==> src/design/dcic_pkg.sv <==
// constants shared by the converter-control block: offsets, fields, resets
// assumes a 32-bit axi4-lite register bus and one clock domain
package dcic_pkg;
    localparam int NUM_INST = 2;
    localparam logic [35:0] BASE_CONV0 = 36'hffffa8000;
    localparam logic [35:0] BASE_CONV1 = 36'hffffac000;
    // the two windows differ in one address bit
    localparam int INST_SEL_BIT = 14;
    localparam int DATA_W = 10;
    localparam int NUM_TRIG = 6;
    localparam int SYNC_STAGES = 2;

    localparam logic [5:0] OFF_CONTROL = 6'h00;
    localparam logic [5:0] OFF_MODE = 6'h04;
    localparam logic [5:0] OFF_HOLDING = 6'h08;
    localparam logic [5:0] OFF_OUTPUT = 6'h0c;
    localparam logic [5:0] OFF_STATUS = 6'h10;
    localparam logic [5:0] OFF_IRQ_ENABLE = 6'h14;
    localparam logic [5:0] OFF_IRQ_DISABLE = 6'h18;
    localparam logic [5:0] OFF_IRQ_MASK = 6'h1c;
    localparam logic [5:0] OFF_EVT_STATUS = 6'h20;
    localparam logic [5:0] OFF_EVT_CLEAR = 6'h24;
    localparam logic [5:0] OFF_EVT_ENABLE = 6'h28;

    localparam int SOFT_RESET_BIT = 0;
    localparam int TRIG_EN_BIT = 0;
    localparam int TRIG_SEL_LSB = 1;
    localparam int TRIG_SEL_W = 3;
    localparam int RES_BIT = 4;
    localparam int MODE_W = 5;
    localparam int READY_BIT = 0;
    localparam int EVT_COPY_BIT = 0;

    localparam logic [4:0] MODE_RST = 5'h00;
    localparam logic [9:0] DATA_RST = 10'h000;
    localparam logic [1:0] RESP_OKAY = 2'h0;
    localparam logic [1:0] RESP_DECERR = 2'h3;
endpackage : dcic_pkg

==> src/design/dcic_top.sv <==
// converter-control block: two register windows on one axi4-lite slave
// assumes timer outputs arrive asynchronous to aclk; 32-bit data bus
//
// Notes on behaviour
// - two instances, each with own window
// - control bit 0 one triggers soft reset
// - trigger off: copy one cycle after write
// - trigger on: copy only on timer event
// - select 0-5 picks timer, 6-7 none
// - 8-bit mode shifts written data left two
// - holding reads shifted value, upper bits zero
// - output register reads converted value, right-aligned
// - ready set after timer copy, cleared by write
// - ready zero when trigger off; enabling sets it
// - enable register bit 0 sets mask
// - disable register bit 0 clears mask
// - mask register reads mask, resets zero
// - each selected rising edge copies holding while trigger on
//
// Chosen here: the AXI4-Lite slave port.
`timescale 1ns/1ps
module dcic_top #(
    parameter int ADDR_W = 16,
    parameter int NUM_INST = dcic_pkg::NUM_INST
) (
    input wire logic aclk,
    input wire logic aresetn,
    input wire logic [ADDR_W-1:0] s_axi_awaddr,
    input wire logic s_axi_awvalid,
    output logic s_axi_awready,
    input wire logic [31:0] s_axi_wdata,
    input wire logic [3:0] s_axi_wstrb,
    input wire logic s_axi_wvalid,
    output logic s_axi_wready,
    output logic [1:0] s_axi_bresp,
    output logic s_axi_bvalid,
    input wire logic s_axi_bready,
    input wire logic [ADDR_W-1:0] s_axi_araddr,
    input wire logic s_axi_arvalid,
    output logic s_axi_arready,
    output logic [31:0] s_axi_rdata,
    output logic [1:0] s_axi_rresp,
    output logic s_axi_rvalid,
    input wire logic s_axi_rready,
    input wire logic [dcic_pkg::NUM_TRIG-1:0] timer_out_a,
    output logic [NUM_INST*dcic_pkg::DATA_W-1:0] conv_out_data,
    output logic conv_irq
);
    generate
        if (NUM_INST < 1 || NUM_INST > 2 || ADDR_W <= dcic_pkg::INST_SEL_BIT)
        begin : g_bad_param
            $error("dcic_top: unsupported NUM_INST or ADDR_W");
        end
    endgenerate

    localparam logic [ADDR_W-1:0] USED_MASK =
        ADDR_W'(6'h3f) | (ADDR_W'(1) << dcic_pkg::INST_SEL_BIT);

    // shared by the read and write paths
    function automatic logic addr_ok(input logic [ADDR_W-1:0] a);
        logic [5:0] off;
        off = a[5:0];
        addr_ok = ((a & ~USED_MASK) == '0) && (off[1:0] == 2'b00)
            && (off <= dcic_pkg::OFF_EVT_ENABLE)
            && (int'(a[dcic_pkg::INST_SEL_BIT]) < NUM_INST);
    endfunction : addr_ok

    // ---------------- write channel ----------------
    logic aw_held;
    logic w_held;
    logic [ADDR_W-1:0] aw_addr;
    logic [31:0] w_data;
    logic [3:0] w_strb;

    assign s_axi_awready = !aw_held && !s_axi_bvalid;
    assign s_axi_wready = !w_held && !s_axi_bvalid;

    wire aw_take = s_axi_awvalid && s_axi_awready;
    wire w_take = s_axi_wvalid && s_axi_wready;
    wire [ADDR_W-1:0] wr_addr = aw_take ? s_axi_awaddr : aw_addr;
    wire [31:0] wr_data = w_take ? s_axi_wdata : w_data;
    wire [3:0] wr_strb = w_take ? s_axi_wstrb : w_strb;
    wire wr_fire = (aw_held || aw_take) && (w_held || w_take);
    wire wr_map = addr_ok(wr_addr);
    // a write with no byte lane set is answered but changes nothing
    wire wr_ok = wr_fire && wr_map && (wr_strb != 4'h0);
    wire [5:0] wr_off = wr_addr[5:0];
    wire wr_sel = wr_addr[dcic_pkg::INST_SEL_BIT];

    always_ff @(posedge aclk)
    begin
        if (!aresetn)
        begin
            aw_held <= 1'b0;
            w_held <= 1'b0;
            aw_addr <= '0;
            w_data <= 32'h0;
            w_strb <= 4'h0;
            s_axi_bvalid <= 1'b0;
            s_axi_bresp <= dcic_pkg::RESP_OKAY;
        end
        else
        begin
            aw_held <= !wr_fire && (aw_held || aw_take);
            w_held <= !wr_fire && (w_held || w_take);
            if (aw_take)
                aw_addr <= s_axi_awaddr;
            if (w_take)
            begin
                w_data <= s_axi_wdata;
                w_strb <= s_axi_wstrb;
            end
            if (wr_fire)
            begin
                s_axi_bvalid <= 1'b1;
                s_axi_bresp <= wr_map ? dcic_pkg::RESP_OKAY
                                      : dcic_pkg::RESP_DECERR;
            end
            else if (s_axi_bready)
                s_axi_bvalid <= 1'b0;
        end
    end

    // ---------------- timer trigger inputs ----------------
    logic [dcic_pkg::NUM_TRIG-1:0] trig_s1;
    logic [dcic_pkg::NUM_TRIG-1:0] trig_s2;
    logic [dcic_pkg::NUM_TRIG-1:0] trig_prev;

    always_ff @(posedge aclk)
    begin
        if (!aresetn)
        begin
            trig_s1 <= '0;
            trig_s2 <= '0;
            trig_prev <= '0;
        end
        else
        begin
            trig_s1 <= timer_out_a;
            trig_s2 <= trig_s1;
            trig_prev <= trig_s2;
        end
    end

    // codes 6 and 7 land on the zero padding and never fire
    wire [7:0] trig_rise = 8'({2'b00, trig_s2 & ~trig_prev});

    // ---------------- per-instance converter control ----------------
    wire [31:0] rd_word [NUM_INST];
    wire [NUM_INST-1:0] irq_v;
    wire [5:0] rd_off = s_axi_araddr[5:0];

    genvar g;
    generate
        for (g = 0; g < NUM_INST; g++)
        begin : g_inst
            logic [dcic_pkg::MODE_W-1:0] mode;
            logic [dcic_pkg::DATA_W-1:0] hold;
            logic [dcic_pkg::DATA_W-1:0] outd;
            logic ready;
            logic mask;
            logic copy_pend;
            logic evt_sts;
            logic evt_en;

            wire here = wr_ok && (wr_sel == 1'(g));
            wire soft_rst = here && (wr_off == dcic_pkg::OFF_CONTROL)
                && wr_data[dcic_pkg::SOFT_RESET_BIT];
            wire mode_wr = here && (wr_off == dcic_pkg::OFF_MODE);
            wire hold_wr = here && (wr_off == dcic_pkg::OFF_HOLDING);
            wire ier_wr = here && (wr_off == dcic_pkg::OFF_IRQ_ENABLE);
            wire idr_wr = here && (wr_off == dcic_pkg::OFF_IRQ_DISABLE);
            wire ecl_wr = here && (wr_off == dcic_pkg::OFF_EVT_CLEAR);
            wire een_wr = here && (wr_off == dcic_pkg::OFF_EVT_ENABLE);
            wire trig_en = mode[dcic_pkg::TRIG_EN_BIT];
            wire new_en = wr_data[dcic_pkg::TRIG_EN_BIT];
            wire [2:0] tsel =
                mode[dcic_pkg::TRIG_SEL_LSB +: dcic_pkg::TRIG_SEL_W];
            wire trig_hit = trig_en && trig_rise[tsel];
            wire copy = copy_pend || trig_hit;
            // data arrives right-aligned; 8-bit mode moves it to the top
            wire [dcic_pkg::DATA_W-1:0] hold_in =
                mode[dcic_pkg::RES_BIT] ? {wr_data[7:0], 2'b00}
                                        : wr_data[dcic_pkg::DATA_W-1:0];

            always_ff @(posedge aclk)
            begin
                if (!aresetn || soft_rst)
                begin
                    mode <= dcic_pkg::MODE_RST;
                    hold <= dcic_pkg::DATA_RST;
                    outd <= dcic_pkg::DATA_RST;
                    ready <= 1'b0;
                    mask <= 1'b0;
                    copy_pend <= 1'b0;
                end
                else
                begin
                    if (mode_wr)
                        mode <= wr_data[dcic_pkg::MODE_W-1:0];
                    if (hold_wr)
                        hold <= hold_in;
                    copy_pend <= hold_wr && !trig_en;
                    // a copy takes the value held before a same-cycle write
                    if (copy)
                        outd <= hold;
                    if (!trig_en)
                        ready <= mode_wr && new_en;
                    else if (mode_wr && !new_en)
                        ready <= 1'b0;
                    else if (hold_wr)
                        ready <= 1'b0;
                    else if (trig_hit)
                        ready <= 1'b1;
                    if (ier_wr && wr_data[dcic_pkg::READY_BIT])
                        mask <= 1'b1;
                    else if (idr_wr && wr_data[dcic_pkg::READY_BIT])
                        mask <= 1'b0;
                end
            end

            // copy events are sticky; a new event beats a clear
            always_ff @(posedge aclk)
            begin
                if (!aresetn)
                begin
                    evt_sts <= 1'b0;
                    evt_en <= 1'b0;
                end
                else
                begin
                    evt_sts <= (evt_sts && !(ecl_wr
                        && wr_data[dcic_pkg::EVT_COPY_BIT])) || copy;
                    if (een_wr)
                        evt_en <= wr_data[dcic_pkg::EVT_COPY_BIT];
                end
            end

            assign irq_v[g] = (ready && mask) || (evt_sts && evt_en);
            assign conv_out_data[g*dcic_pkg::DATA_W +: dcic_pkg::DATA_W] =
                outd;
            // write-only offsets fall through to zero on a read
            wire rd_mode = (rd_off == dcic_pkg::OFF_MODE);
            wire rd_hold = (rd_off == dcic_pkg::OFF_HOLDING);
            wire rd_outd = (rd_off == dcic_pkg::OFF_OUTPUT);
            wire rd_sts = (rd_off == dcic_pkg::OFF_STATUS);
            wire rd_mask = (rd_off == dcic_pkg::OFF_IRQ_MASK);
            wire rd_evs = (rd_off == dcic_pkg::OFF_EVT_STATUS);
            wire rd_eve = (rd_off == dcic_pkg::OFF_EVT_ENABLE);
            assign rd_word[g] =
                rd_mode ? 32'(mode) :
                rd_hold ? 32'(hold) :
                rd_outd ? 32'(outd) :
                rd_sts ? 32'(ready) :
                rd_mask ? 32'(mask) :
                rd_evs ? 32'(evt_sts) :
                rd_eve ? 32'(evt_en) :
                32'h0;
        end
    endgenerate

    assign conv_irq = |irq_v;

    // ---------------- read channel ----------------
    assign s_axi_arready = !s_axi_rvalid;
    wire ar_take = s_axi_arvalid && s_axi_arready;
    wire rd_map = addr_ok(s_axi_araddr);

    always_ff @(posedge aclk)
    begin
        if (!aresetn)
        begin
            s_axi_rvalid <= 1'b0;
            s_axi_rdata <= 32'h0;
            s_axi_rresp <= dcic_pkg::RESP_OKAY;
        end
        else if (ar_take)
        begin
            s_axi_rvalid <= 1'b1;
            s_axi_rdata <= rd_map
                ? rd_word[s_axi_araddr[dcic_pkg::INST_SEL_BIT]] : 32'h0;
            s_axi_rresp <= rd_map ? dcic_pkg::RESP_OKAY
                                  : dcic_pkg::RESP_DECERR;
        end
        else if (s_axi_rready)
            s_axi_rvalid <= 1'b0;
    end
endmodule : dcic_top

==> config.mk <==
export PLATFORM = sky130hd
export DESIGN_NAME = dcic_top
export DESIGN_NICKNAME = d
export VERILOG_FILES = /design/src/design/dcic_pkg.sv /design/src/design/dcic_top.sv
export SDC_FILE = /design/constraint.sdc
export NUM_CORES = 1
export LEC_CHECK = 0
export ABC_AREA = 1
export BUFFER_PORTS_ARGS = -buffer_cell sky130_fd_sc_hd__buf_2
export CAP_MARGIN = 25
export CORE_MARGIN = 5
export CORE_UTILIZATION = 45
export CTS_CLUSTER_SIZE = 16
export DETAILED_ROUTE_END_ITERATION = 8
export GPL_ROUTABILITY_DRIVEN = 0
export PLACE_DENSITY = 0.72
export SYNTH_ARGS = -nofsm -noshare
export SYNTH_HDL_FRONTEND = slang
export SYNTH_SLANG_ARGS = --single-unit
==> constraint.sdc <==
create_clock -name aclk -period 1.8 [get_ports aclk]
set_input_delay 0.18 -clock aclk [delete_from_list [all_inputs] [get_ports aclk]]
set_output_delay 0.18 -clock aclk [all_outputs]
set_load 0.01 [all_outputs]
Yosys cells after proc, flatten, opt, wreduce, memory -nomap -nowiden
Index checks and enable logic that the tools add are counted.
{"block": "word_totals", "regBits": 148, "input_bits": 81, "output_inout_bits": 62, "elab_cells": 182}
{"block": "op_classes", "n_lt_le_gt_ge": 5, "eq_ne": 15, "n_mux": 45, "n_bitwise": 4, "n_reduce_logical": 84}
{"op": "$mux W10", "count": 10}
{"op": "$mux W32", "count": 3}
{"op": "$logic_and A1 B1 Y1", "count": 52}
{"op": "$logic_not A16 Y1", "count": 2}
{"op": "$mux W1", "count": 26}
{"op": "$eq A6 B5 Y1 const B", "count": 4}
{"op": "$eq A6 B6 Y1 const B", "count": 4}
{"op": "$eq A6 B4 Y1 const B", "count": 3}
{"op": "$mux W16", "count": 1}
{"op": "$eq A6 B3 Y1 const B", "count": 2}
{"op": "$le A6 B6 Y1 const B", "count": 2}
{"op": "$logic_not A1 Y1", "count": 11}
{"op": "$logic_or A1 B1 Y1", "count": 10}
{"op": "$lt A3 B4 Y1 const B", "count": 2}
{"op": "$ne A4 B1 Y1 const B", "count": 2}
{"op": "$reduce_bool A2 Y1", "count": 4}
{"op": "$and A6 B6 Y6", "count": 1}
{"op": "$bmux W1 S3", "count": 2}
{"op": "$logic_not A6 Y1", "count": 1}
{"op": "$not A6 Y6", "count": 1}
{"op": "$logic_not A2 Y1", "count": 2}
{"op": "$mux W2", "count": 2}
{"op": "$mux W4", "count": 1}
{"op": "$reduce_bool A4 Y1", "count": 1}
{"op": "4 further kinds", "count": 4}

Depth between registers and ports, before layout
Gate-level depths: netlist of run 1.
{"block": "depth", "depth_word": 15, "ltp_mapped": 16, "mapped_depth_nobuf": 14}

Least setup slack after synthesis of run 1
OpenSTA, ideal clock, no wires.
{"block": "synth_timing", "path_type": "reg2reg", "start": "register s_axi_bvalid", "end": "register g_inst[1].hold[1] (netlist bit)", "setup_time_ns": 0.110, "t_arrival_ns": 1.904, "t_required_ns": 1.690, "setup_slack_ns": -0.215, "stages_incl_launch_ff": 11, "n_path_buf": 1, "period_less_slack_ns": 2.015, "cell_sequence": "dfxtp_1 -> nor2_2 -> nand2_1 -> buf_2 -> o21ai_0 -> nand4_2 -> nand4_2 -> inv_2 -> or2_2 -> inv_1 -> nor2_1"}
{"block": "synth_between", "elab_cells_between_ends": 27, "classes_between": "1 x order compare; 1 x eq/ne; 4 x mux; 21 x reduce/logical"}
{"item": "start: declaration", "line": "dcic_top.sv:36", "rtl": "output logic s_axi_bvalid,"}
{"item": "start signal: assignment", "line": "dcic_top.sv:99", "rtl": "s_axi_bvalid <= 1'b0;"}
{"item": "start signal: assignment", "line": "dcic_top.sv:115", "rtl": "s_axi_bvalid <= 1'b1;"}
{"item": "start signal: assignment", "line": "dcic_top.sv:120", "rtl": "s_axi_bvalid <= 1'b0;"}
{"item": "$logic_not A1 Y1 (*)", "line": "dcic_top.sv:76", "rtl": "assign s_axi_wready = !w_held && !s_axi_bvalid;"}
{"item": "$logic_and A1 B1 Y1 (*)", "line": "dcic_top.sv:76"}
{"item": "net s_axi_wready", "line": "dcic_top.sv:34", "rtl": "output logic s_axi_wready,"}
{"item": "$logic_and A1 B1 Y1 (*)", "line": "dcic_top.sv:79", "rtl": "wire w_take = s_axi_wvalid && s_axi_wready;"}
{"item": "parallel branches: the longest is 8 deep, another holds $mux W4"}
{"item": "end signal: assignment", "line": "dcic_top.sv:191", "rtl": "hold <= dcic_pkg::DATA_RST;"}
{"item": "end signal: assignment", "line": "dcic_top.sv:202", "rtl": "hold <= hold_in;"}
{"item": "end: declaration", "line": "dcic_top.sv:158", "rtl": "logic [dcic_pkg::DATA_W-1:0] hold;"}
Mark *: on every way through the listed nets, which the timed path passes.
A chain may end at the register's enable or synchronous reset.

Worst setup path in the final report of run 1
{"block": "layout_timing", "start": "register s_axi_bvalid", "end": "register g_inst[0].hold[3] (netlist bit)"}
{"block": "layout_between", "elab_chain_len": 13, "elab_cells_between_ends": 28, "classes_between": "1 x order compare; 1 x eq/ne; 4 x mux; 1 x bitwise; 21 x reduce/logical"}
{"item": "$logic_not A1 Y1 (*)", "line": "dcic_top.sv:75, dcic_top.sv:76"}
{"item": "parallel branches: the longest is 12 deep, another holds $le A6 B6 Y1"}
{"item": "end signal: assignment", "line": "dcic_top.sv:191"}
{"item": "end signal: assignment", "line": "dcic_top.sv:202"}
{"item": "end: declaration", "line": "dcic_top.sv:158"}
Every way passes the cells marked *.

==> impl_metrics.yaml, run 1 <==
worst_setup_path:
  r2r_cells: 15
  end_kind: "register"
  regToRegSetupSlack_ns: -0.24
  r2r_start: "s_axi_bvalid$_SDFFE_PN0P_"
  cp-start-kind: "register"
  cp.arrival_ns: 2.36
  cp_max_fo: 22
  crit_type: "register to register"
  worst_r2r_endpoint: "g_inst[0].hold[3]$_SDFFE_PP0P_"
  required_ns: 2.11
floorplan:
  coreArea_um2: 12770
  die_x_um: 124.6
  start_util: 0.4630
  die-area_um2: 15540
  ios: 143
  fp-row-count: 41
  fp.dieH_um: 124.6
synthesis:
  ys_types: 40
  ys_warn_count: 0
  synth-seq-cells: 124
  synth_edf_count: 0
  yosysSeqAreaShare: 0.4197
  async_reset_ff_frac: 0
  synth.avg_cell_area_um2: 6.950
  synth_area_um2: 5914
  syn_inst: 851
  synth_flop_cell: "dfxtp_1"
global_route:
  grt_pass1_vias: 5462
  grt_max_degree: 35
  grt.total_usage: 0.2069
  overflow: 0
  grt_antenna_before_repair: 0
  grt_first_pass_wirelength_um: 26420
hold_path:
  hold_class: "input port to register"
  min_to: "aw_addr[9]$_SDFF_PN0_"
  hold_depth: 3
  holdCritStartpoint: "s_axi_awaddr[9]"
timing:
  holdWs_ns: 0.02356
  rsz0062_at_grt: "yes"
  period_needed_ns: 2.044
  setup_viol: 60
  min_period_over_period: 1.136
  maxSlewViolCount: 0
  clock-skew-final_ns: 0.006236
  final.setup.tns_ns: -10.29
  fmax_mhz: 489.3
  setup_slack_ns: -0.2439
  hold_viol: 0
cts:
  cts_made_buffers: 17
  clk_path_buf_depth: 2
  cts_max_level: 4
  insertion_delay_ns: 0.42
  clockRootBuffer: "clkbuf_16"
  clk_pin_slew_ns: 0.05
  cts_sinks: 124
  cts_tree: "yes"
power_and_ir_drop:
  power_density_nw_per_um2: 981.8
  leakagePower_nw: 3.859
  comb_power_share: 0.131
  report.power.total_mw: 7.656
  p_int_mw: 5.831
  p_sw_mw: 1.824
  seqPwrFrac: 0.375
  vdd_drop_max_uv: 731.2
  clkPwrFrac: 0.494
  switching_share: 0.2383
placed_design:
  io_buffers: 98
  pre_cts_slack_ns: -0.4005
  dpl.hpwl_um: 11660
  postPlaceCellArea_um2: 6938
  dp_cells: 1159
status:
  outcome: "finished with violations"
  violations: "setup timing"
cells_and_area:
  finalNonFillerCells: 1203
  syn_to_final_growth_pct: 31.84
  num_antenna_cells: 0
  drive_above_1_share: 0.2454
  nFillCells: 1123
  final_common_cell: "nand2_1"
  seqCellArea_um2: 2485
  final_cell_mix: "nand2_1 (208), dfxtp_1 (122), inv_1 (116)"
  finish.utilization: 0.6104
  multiInputGateArea_um2: 2759
  final_area_um2: 7797
  finish.net_count: 1099
drt:
  num_vias: 5812
  routed_wl_um: 15840
  vias_per_cell: 4.831
  drt-initial-drc-count: 546
  firstDrtPassIters: 5
  ant_nets: 0
  route.detailed.drc: 0
  drt-wirelength-per-cell_um: 13.16
flow_run:
  drv_cap: 0
cells by family after synthesis:
kind of cell / share of synthesized area
multiplexers: 0.008462
buffers and inverters: 0.1394
AO/OA/AOI/OAI: 0.1392
other: 0.0006340
flip-flops: 0.4197
AND/OR/NAND/NOR: 0.2926
layer usage:
metal	up-vias	routed length, um	part of all wire	track usage
met3	27	1280	0.081	0.05746
li1	2986	-	-	-
met1	2593	7272	0.46	0.2761
met4	0	326	0.021	0.07415
met2	206	6955	0.44	0.3206
met5	-	0	0	0
state kept, by name, summed over array words and instances (netlist names):
signal and flops:
g_inst.hold 20, g_inst.outd 20, aw_addr 16, g_inst.mode 10, s_axi_rdata 10, w_data 10, trig_prev 6, trig_s1 6
trig_s2 6, w_strb 4, g_inst.copy_pend 2, g_inst.evt_en 2, g_inst.evt_sts 2, g_inst.mask 2, g_inst.ready 2, aw_held 1
s_axi_bresp 1, s_axi_bvalid 1, s_axi_rresp 1, s_axi_rvalid 1, w_held 1
worst max-delay path, cell delays in order (launching register included):
cell and delay (ns):
dfxtp_2 0.34, nor2_4 0.05, nand2_4 0.13, buf_4 0.13, nand2_1 0.07, nand2_2 0.07, nand2_1 0.08, nor2_1 0.10
nand3_1 0.12, nor2_4 0.14, buf_4 0.14, nand2_4 0.07, nor2_8 0.15, nand2_8 0.13, nor2_1 0.14, nor2_1 0.06
worst max-delay path by stage:
stage,start,to,slack (ns),cells past startpoint
2_1_floorplan,s_axi_bvalid$_SDFFE_PN0P_,g_inst[1].hold[5]$_SDFFE_PP0P_,-0.12,11
3_3_place_gp,aw_held$_SDFF_PN0_,g_inst[0].ready$_SDFFE_PP0P_,-0.33,15
3_5_place_dp,aw_held$_SDFF_PN0_,g_inst[0].ready$_SDFFE_PP0P_,-0.40,15
4_1_cts,s_axi_bvalid$_SDFFE_PN0P_,g_inst[0].ready$_SDFFE_PP0P_,-0.27,14
5_1_grt,s_axi_bvalid$_SDFFE_PN0P_,g_inst[0].hold[0]$_SDFFE_PP0P_,-0.43,15
6_report,s_axi_bvalid$_SDFFE_PN0P_,g_inst[0].hold[3]$_SDFFE_PP0P_,-0.24,15
power groups by stage:
stage	sequential, mW	clock, mW	combinational, mW
after global routing	2.88	3.97	1.12
after CTS	2.87	3.84	0.984
after detailed placement	2.93	0	0.934
after global placement	2.92	0	0.928
after floorplan	2.93	0	0.550
final	2.87	3.78	1.00
layout make-up:
cell class / instances / area share
clock buffer: 20 / 0.05985
clock inverter: 12 / 0.02455
inverter: 124 / 0.06065
multi-input combinational: 567 / 0.3538
sequential: 124 / 0.3187
tap: 172 / 0.02760
timing repair buffer: 184 / 0.1548
repair_timing:
| item | in CTS | in global routing |
|---|---|---|
| buffers inserted | 4 | 2 |
| hold buffers | 6 | 0 |
| gates resized for setup | 24 | 5 |
| hold endpoints to repair | 6 | 0 |
| pin swaps | 2 | 5 |
| endpoints found under the setup margin | 60 | 60 |
synth_stat cells, types with 3 or more instances:
library cell,instances,share of area
a221oi_1,3,0.0044
nor3_1,6,0.0051
clkbuf_1,18,0.011
a22oi_1,4,0.0051
a21oi_1,60,0.051
mux2i_1,5,0.0085
o22ai_1,4,0.0042
nor2_4,3,0.0057
o211ai_1,8,0.010
o21a_1,4,0.0051
o21ai_0,45,0.038
nor2_1,100,0.063
nand2_2,6,0.0063
nand3b_1,8,0.010
o21ai_1,5,0.0042
nand3_1,38,0.032
dfxtp_1,124,0.42
nand2_1,209,0.13
buf_4,26,0.033
nand4_1,11,0.012
inv_2,4,0.0025
inv_1,118,0.075
buf_6,5,0.0095
o211a_1,5,0.0085
buf_2,8,0.0068
or2_2,4,0.0042
(Power assumes the default switching activity.)
==> inputs of run 2 (changes only) <==
Settings changed: CORE_UTILIZATION 45 to 49, PLACE_DENSITY 0.72 to 0.77.
==> run 2 against run 1 <==
Net effect: the run still ends with setup timing left; cell area grew 4.5%; sequential cell count is the same; register-to-register slack lost 0.17 ns; combinational power grew 16%; maximum frequency shrank 7.5%; largest cell class unchanged; largest power group unchanged.
==> impl_metrics.yaml, run 2 (same netlist as run 1, synthesis figures left out) <==
power_and_ir_drop:
  power_density_nw_per_um2: 878.1
  comb_power_share: 0.162
  switching_share: 0.2627
  p_sw_mw: 1.880
  p_int_mw: 5.277
  leakagePower_nw: 3.928
  vdd_drop_max_uv: 786.3
  report.power.total_mw: 7.158
  seqPwrFrac: 0.401
  clkPwrFrac: 0.436
hold_path:
  hold_class: "input port to register"
  holdCritStartpoint: "s_axi_awaddr[9]"
  min_to: "aw_addr[9]$_SDFF_PN0_"
  hold_depth: 3
timing:
  maxSlewViolCount: 0
  relSlewSlack: 0.6662
  clock-skew-final_ns: 0.009386
  fmax_mhz: 452.5
  setup_viol: 60
  rsz0062_at_grt: "yes"
  setup_slack_ns: -0.4099
  min_period_over_period: 1.228
  worst_pin_slew_ns: 0.5007
  holdWs_ns: 0.02780
  hold_viol: 0
  period_needed_ns: 2.210
floorplan:
  die-area_um2: 14370
  coreArea_um2: 11910
  die_x_um: 119.9
  start_util: 0.4965
  ios: 143
  fp.dieH_um: 119.9
  fp-row-count: 40
worst_setup_path:
  slowest_delay_ns: 0.33
  crit_chain: "nor2_4 > buf_6 > nand3b_1 > nand2_1 > nand2_1 > nor2_1 > nand3_2 > nor2_4 > buf_6 > nand2_8 > nor2_8 > buf_12 > nand2_8 > a21oi_1 > nor2_1"
  worst_r2r_endpoint: "g_inst[0].ready$_SDFFE_PP0P_"
  cp-start-kind: "register"
  regToRegSetupSlack_ns: -0.41
  cp_slowest_cell: "dfxtp_2"
  cp_num_buf_inv: 3
  crit_type: "register to register"
  cp.arrival_ns: 2.52
  startpoint: "aw_held$_SDFF_PN0_"
  crit_family: "simple AND/OR/NAND/NOR gates"
  required_ns: 2.11
  r2r_cells: 15
  end_kind: "register"
  cp_max_fo: 6
  r2r_start: "aw_held$_SDFF_PN0_"
cts:
  clk_path_buf_depth: 2
  cts_made_buffers: 17
  clk_pin_slew_ns: 0.06
  cts_sinks: 124
  insertion_delay_ns: 0.42
  cts_max_level: 4
  clockRootBuffer: "clkbuf_16"
  cts_tree: "yes"
global_route:
  grt.total_usage: 0.2374
  overflow: 0
  grt_pass1_vias: 5771
  grt_antenna_before_repair: 0
  grt_first_pass_wirelength_um: 27300
  grt_max_degree: 35
drt:
  firstDrtPassIters: 8
  num_vias: 6235
  ant_nets: 0
  drt-initial-drc-count: 564
  route.detailed.drc: 0
  vias_per_cell: 5.205
  routed_wl_um: 17810
  drt-wirelength-per-cell_um: 14.87
cells_and_area:
  final_cell_mix: "nand2_1 (184), dfxtp_1 (122), inv_1 (113)"
  final_area_um2: 8152
  num_antenna_cells: 0
  finalNonFillerCells: 1198
  syn_to_final_growth_pct: 37.83
  top_regs: "g_inst.hold (20), g_inst.outd (20), aw_addr (16)"
  finish.net_count: 1119
  drive_above_1_share: 0.3206
  final_common_cell: "nand2_1"
placed_design:
  pre_cts_slack_ns: -0.3746
  io_buffers: 98
  dpl.hpwl_um: 11500
  postPlaceCellArea_um2: 6914
  dp_cells: 1135
status:
  outcome: "finished with violations"
  violations: "setup timing"
flow_run:
  drv_cap: 0
-- run 2: changes by cell type in the layout (fill, tap and decap cells not counted), sizes merged --
cell,before,now
bufinv,5,0
buf,178,193
nand2,217,221
clkinvlp,1,2
clkbuf,20,25
-- run 2: worst max-delay path by stage --
| stage | to | slack (ns) | cells after the start |
|---|---|---|---|
| 2_1_floorplan | g_inst[1].hold[5]$_SDFFE_PP0P_ | -0.12 | 11 |
| 3_3_place_gp | g_inst[1].hold[6]$_SDFFE_PP0P_ | -0.31 | 12 |
| 3_5_place_dp | g_inst[1].hold[8]$_SDFFE_PP0P_ | -0.37 | 12 |
| 4_1_cts | g_inst[1].hold[5]$_SDFFE_PP0P_ | -0.24 | 12 |
| 5_1_grt | g_inst[0].ready$_SDFFE_PP0P_ | -0.52 | 15 |
| 6_report | g_inst[0].ready$_SDFFE_PP0P_ | -0.41 | 15 |
-- run 2: per-stage QoR --
| stage | setup TNS, ns | util |
|---|---|---|
| 2_1_floorplan | -2.464 | - |
| 3_3_place_gp | -14.74 | 0.5805 |
| 3_5_place_dp | -18.29 | 0.5805 |
| 4_1_cts | -11.74 | 0.6547 |
| 5_1_grt | -23.92 | 0.6843 |
| 6_report | -17.06 | 0.6843 |
-- run 2: timing repair --
action | 4_1_cts | 5_1_grt
hold buffers | 6 | 0
pin swaps | 6 | 33
cloned | 3 | 3
endpoints found under the setup margin | 61 | 63
gates resized for setup | 61 | 70
hold endpoints to repair | 6 | 0
buffers inserted | 9 | 10
-- run 2: layer usage --
layer  share of wire  GRT usage  vias to the layer above
li1                -          -                     3033
met1            0.40     0.2993                     2846
met2            0.47     0.3877                      295
met3           0.091    0.06550                       61
met4           0.031    0.09019                        0
met5               0          0                        -
-- run 2: power groups by stage --
stage                     combinational [mW]  clock [mW]  sequential [mW]
after global routing                    1.26        3.27             2.88
after floorplan                        0.550           0             2.93
after global placement                 0.927           0             2.92
after detailed placement               0.937           0             2.93
final                                   1.16        3.12             2.87
after CTS                               1.04        3.14             2.87
-- run 2: final cells by class --
class | instances | area [um^2]
repair buffers | 199 | 1398
repair inverters | 1 | 8.758
well taps | 147 | 183.9
clock inverters | 7 | 37.54
flip-flops and latches | 124 | 2485
inverters | 124 | 484.2
multi-input cells | 571 | 3049
fillers | 904 | 3760
clock buffers | 25 | 505.5
-- run 2: worst register-to-register path, cell delays in order, from the launching register on --
cell and delay [ns]:
dfxtp_2 0.33, nor2_4 0.19, buf_6 0.15, nand3b_1 0.07, nand2_1 0.09, nand2_1 0.07
nor2_1 0.13, nand3_2 0.11, nor2_4 0.14, buf_6 0.14, nand2_8 0.07, nor2_8 0.14
buf_12 0.16, nand2_8 0.07, a21oi_1 0.17, nor2_1 0.07
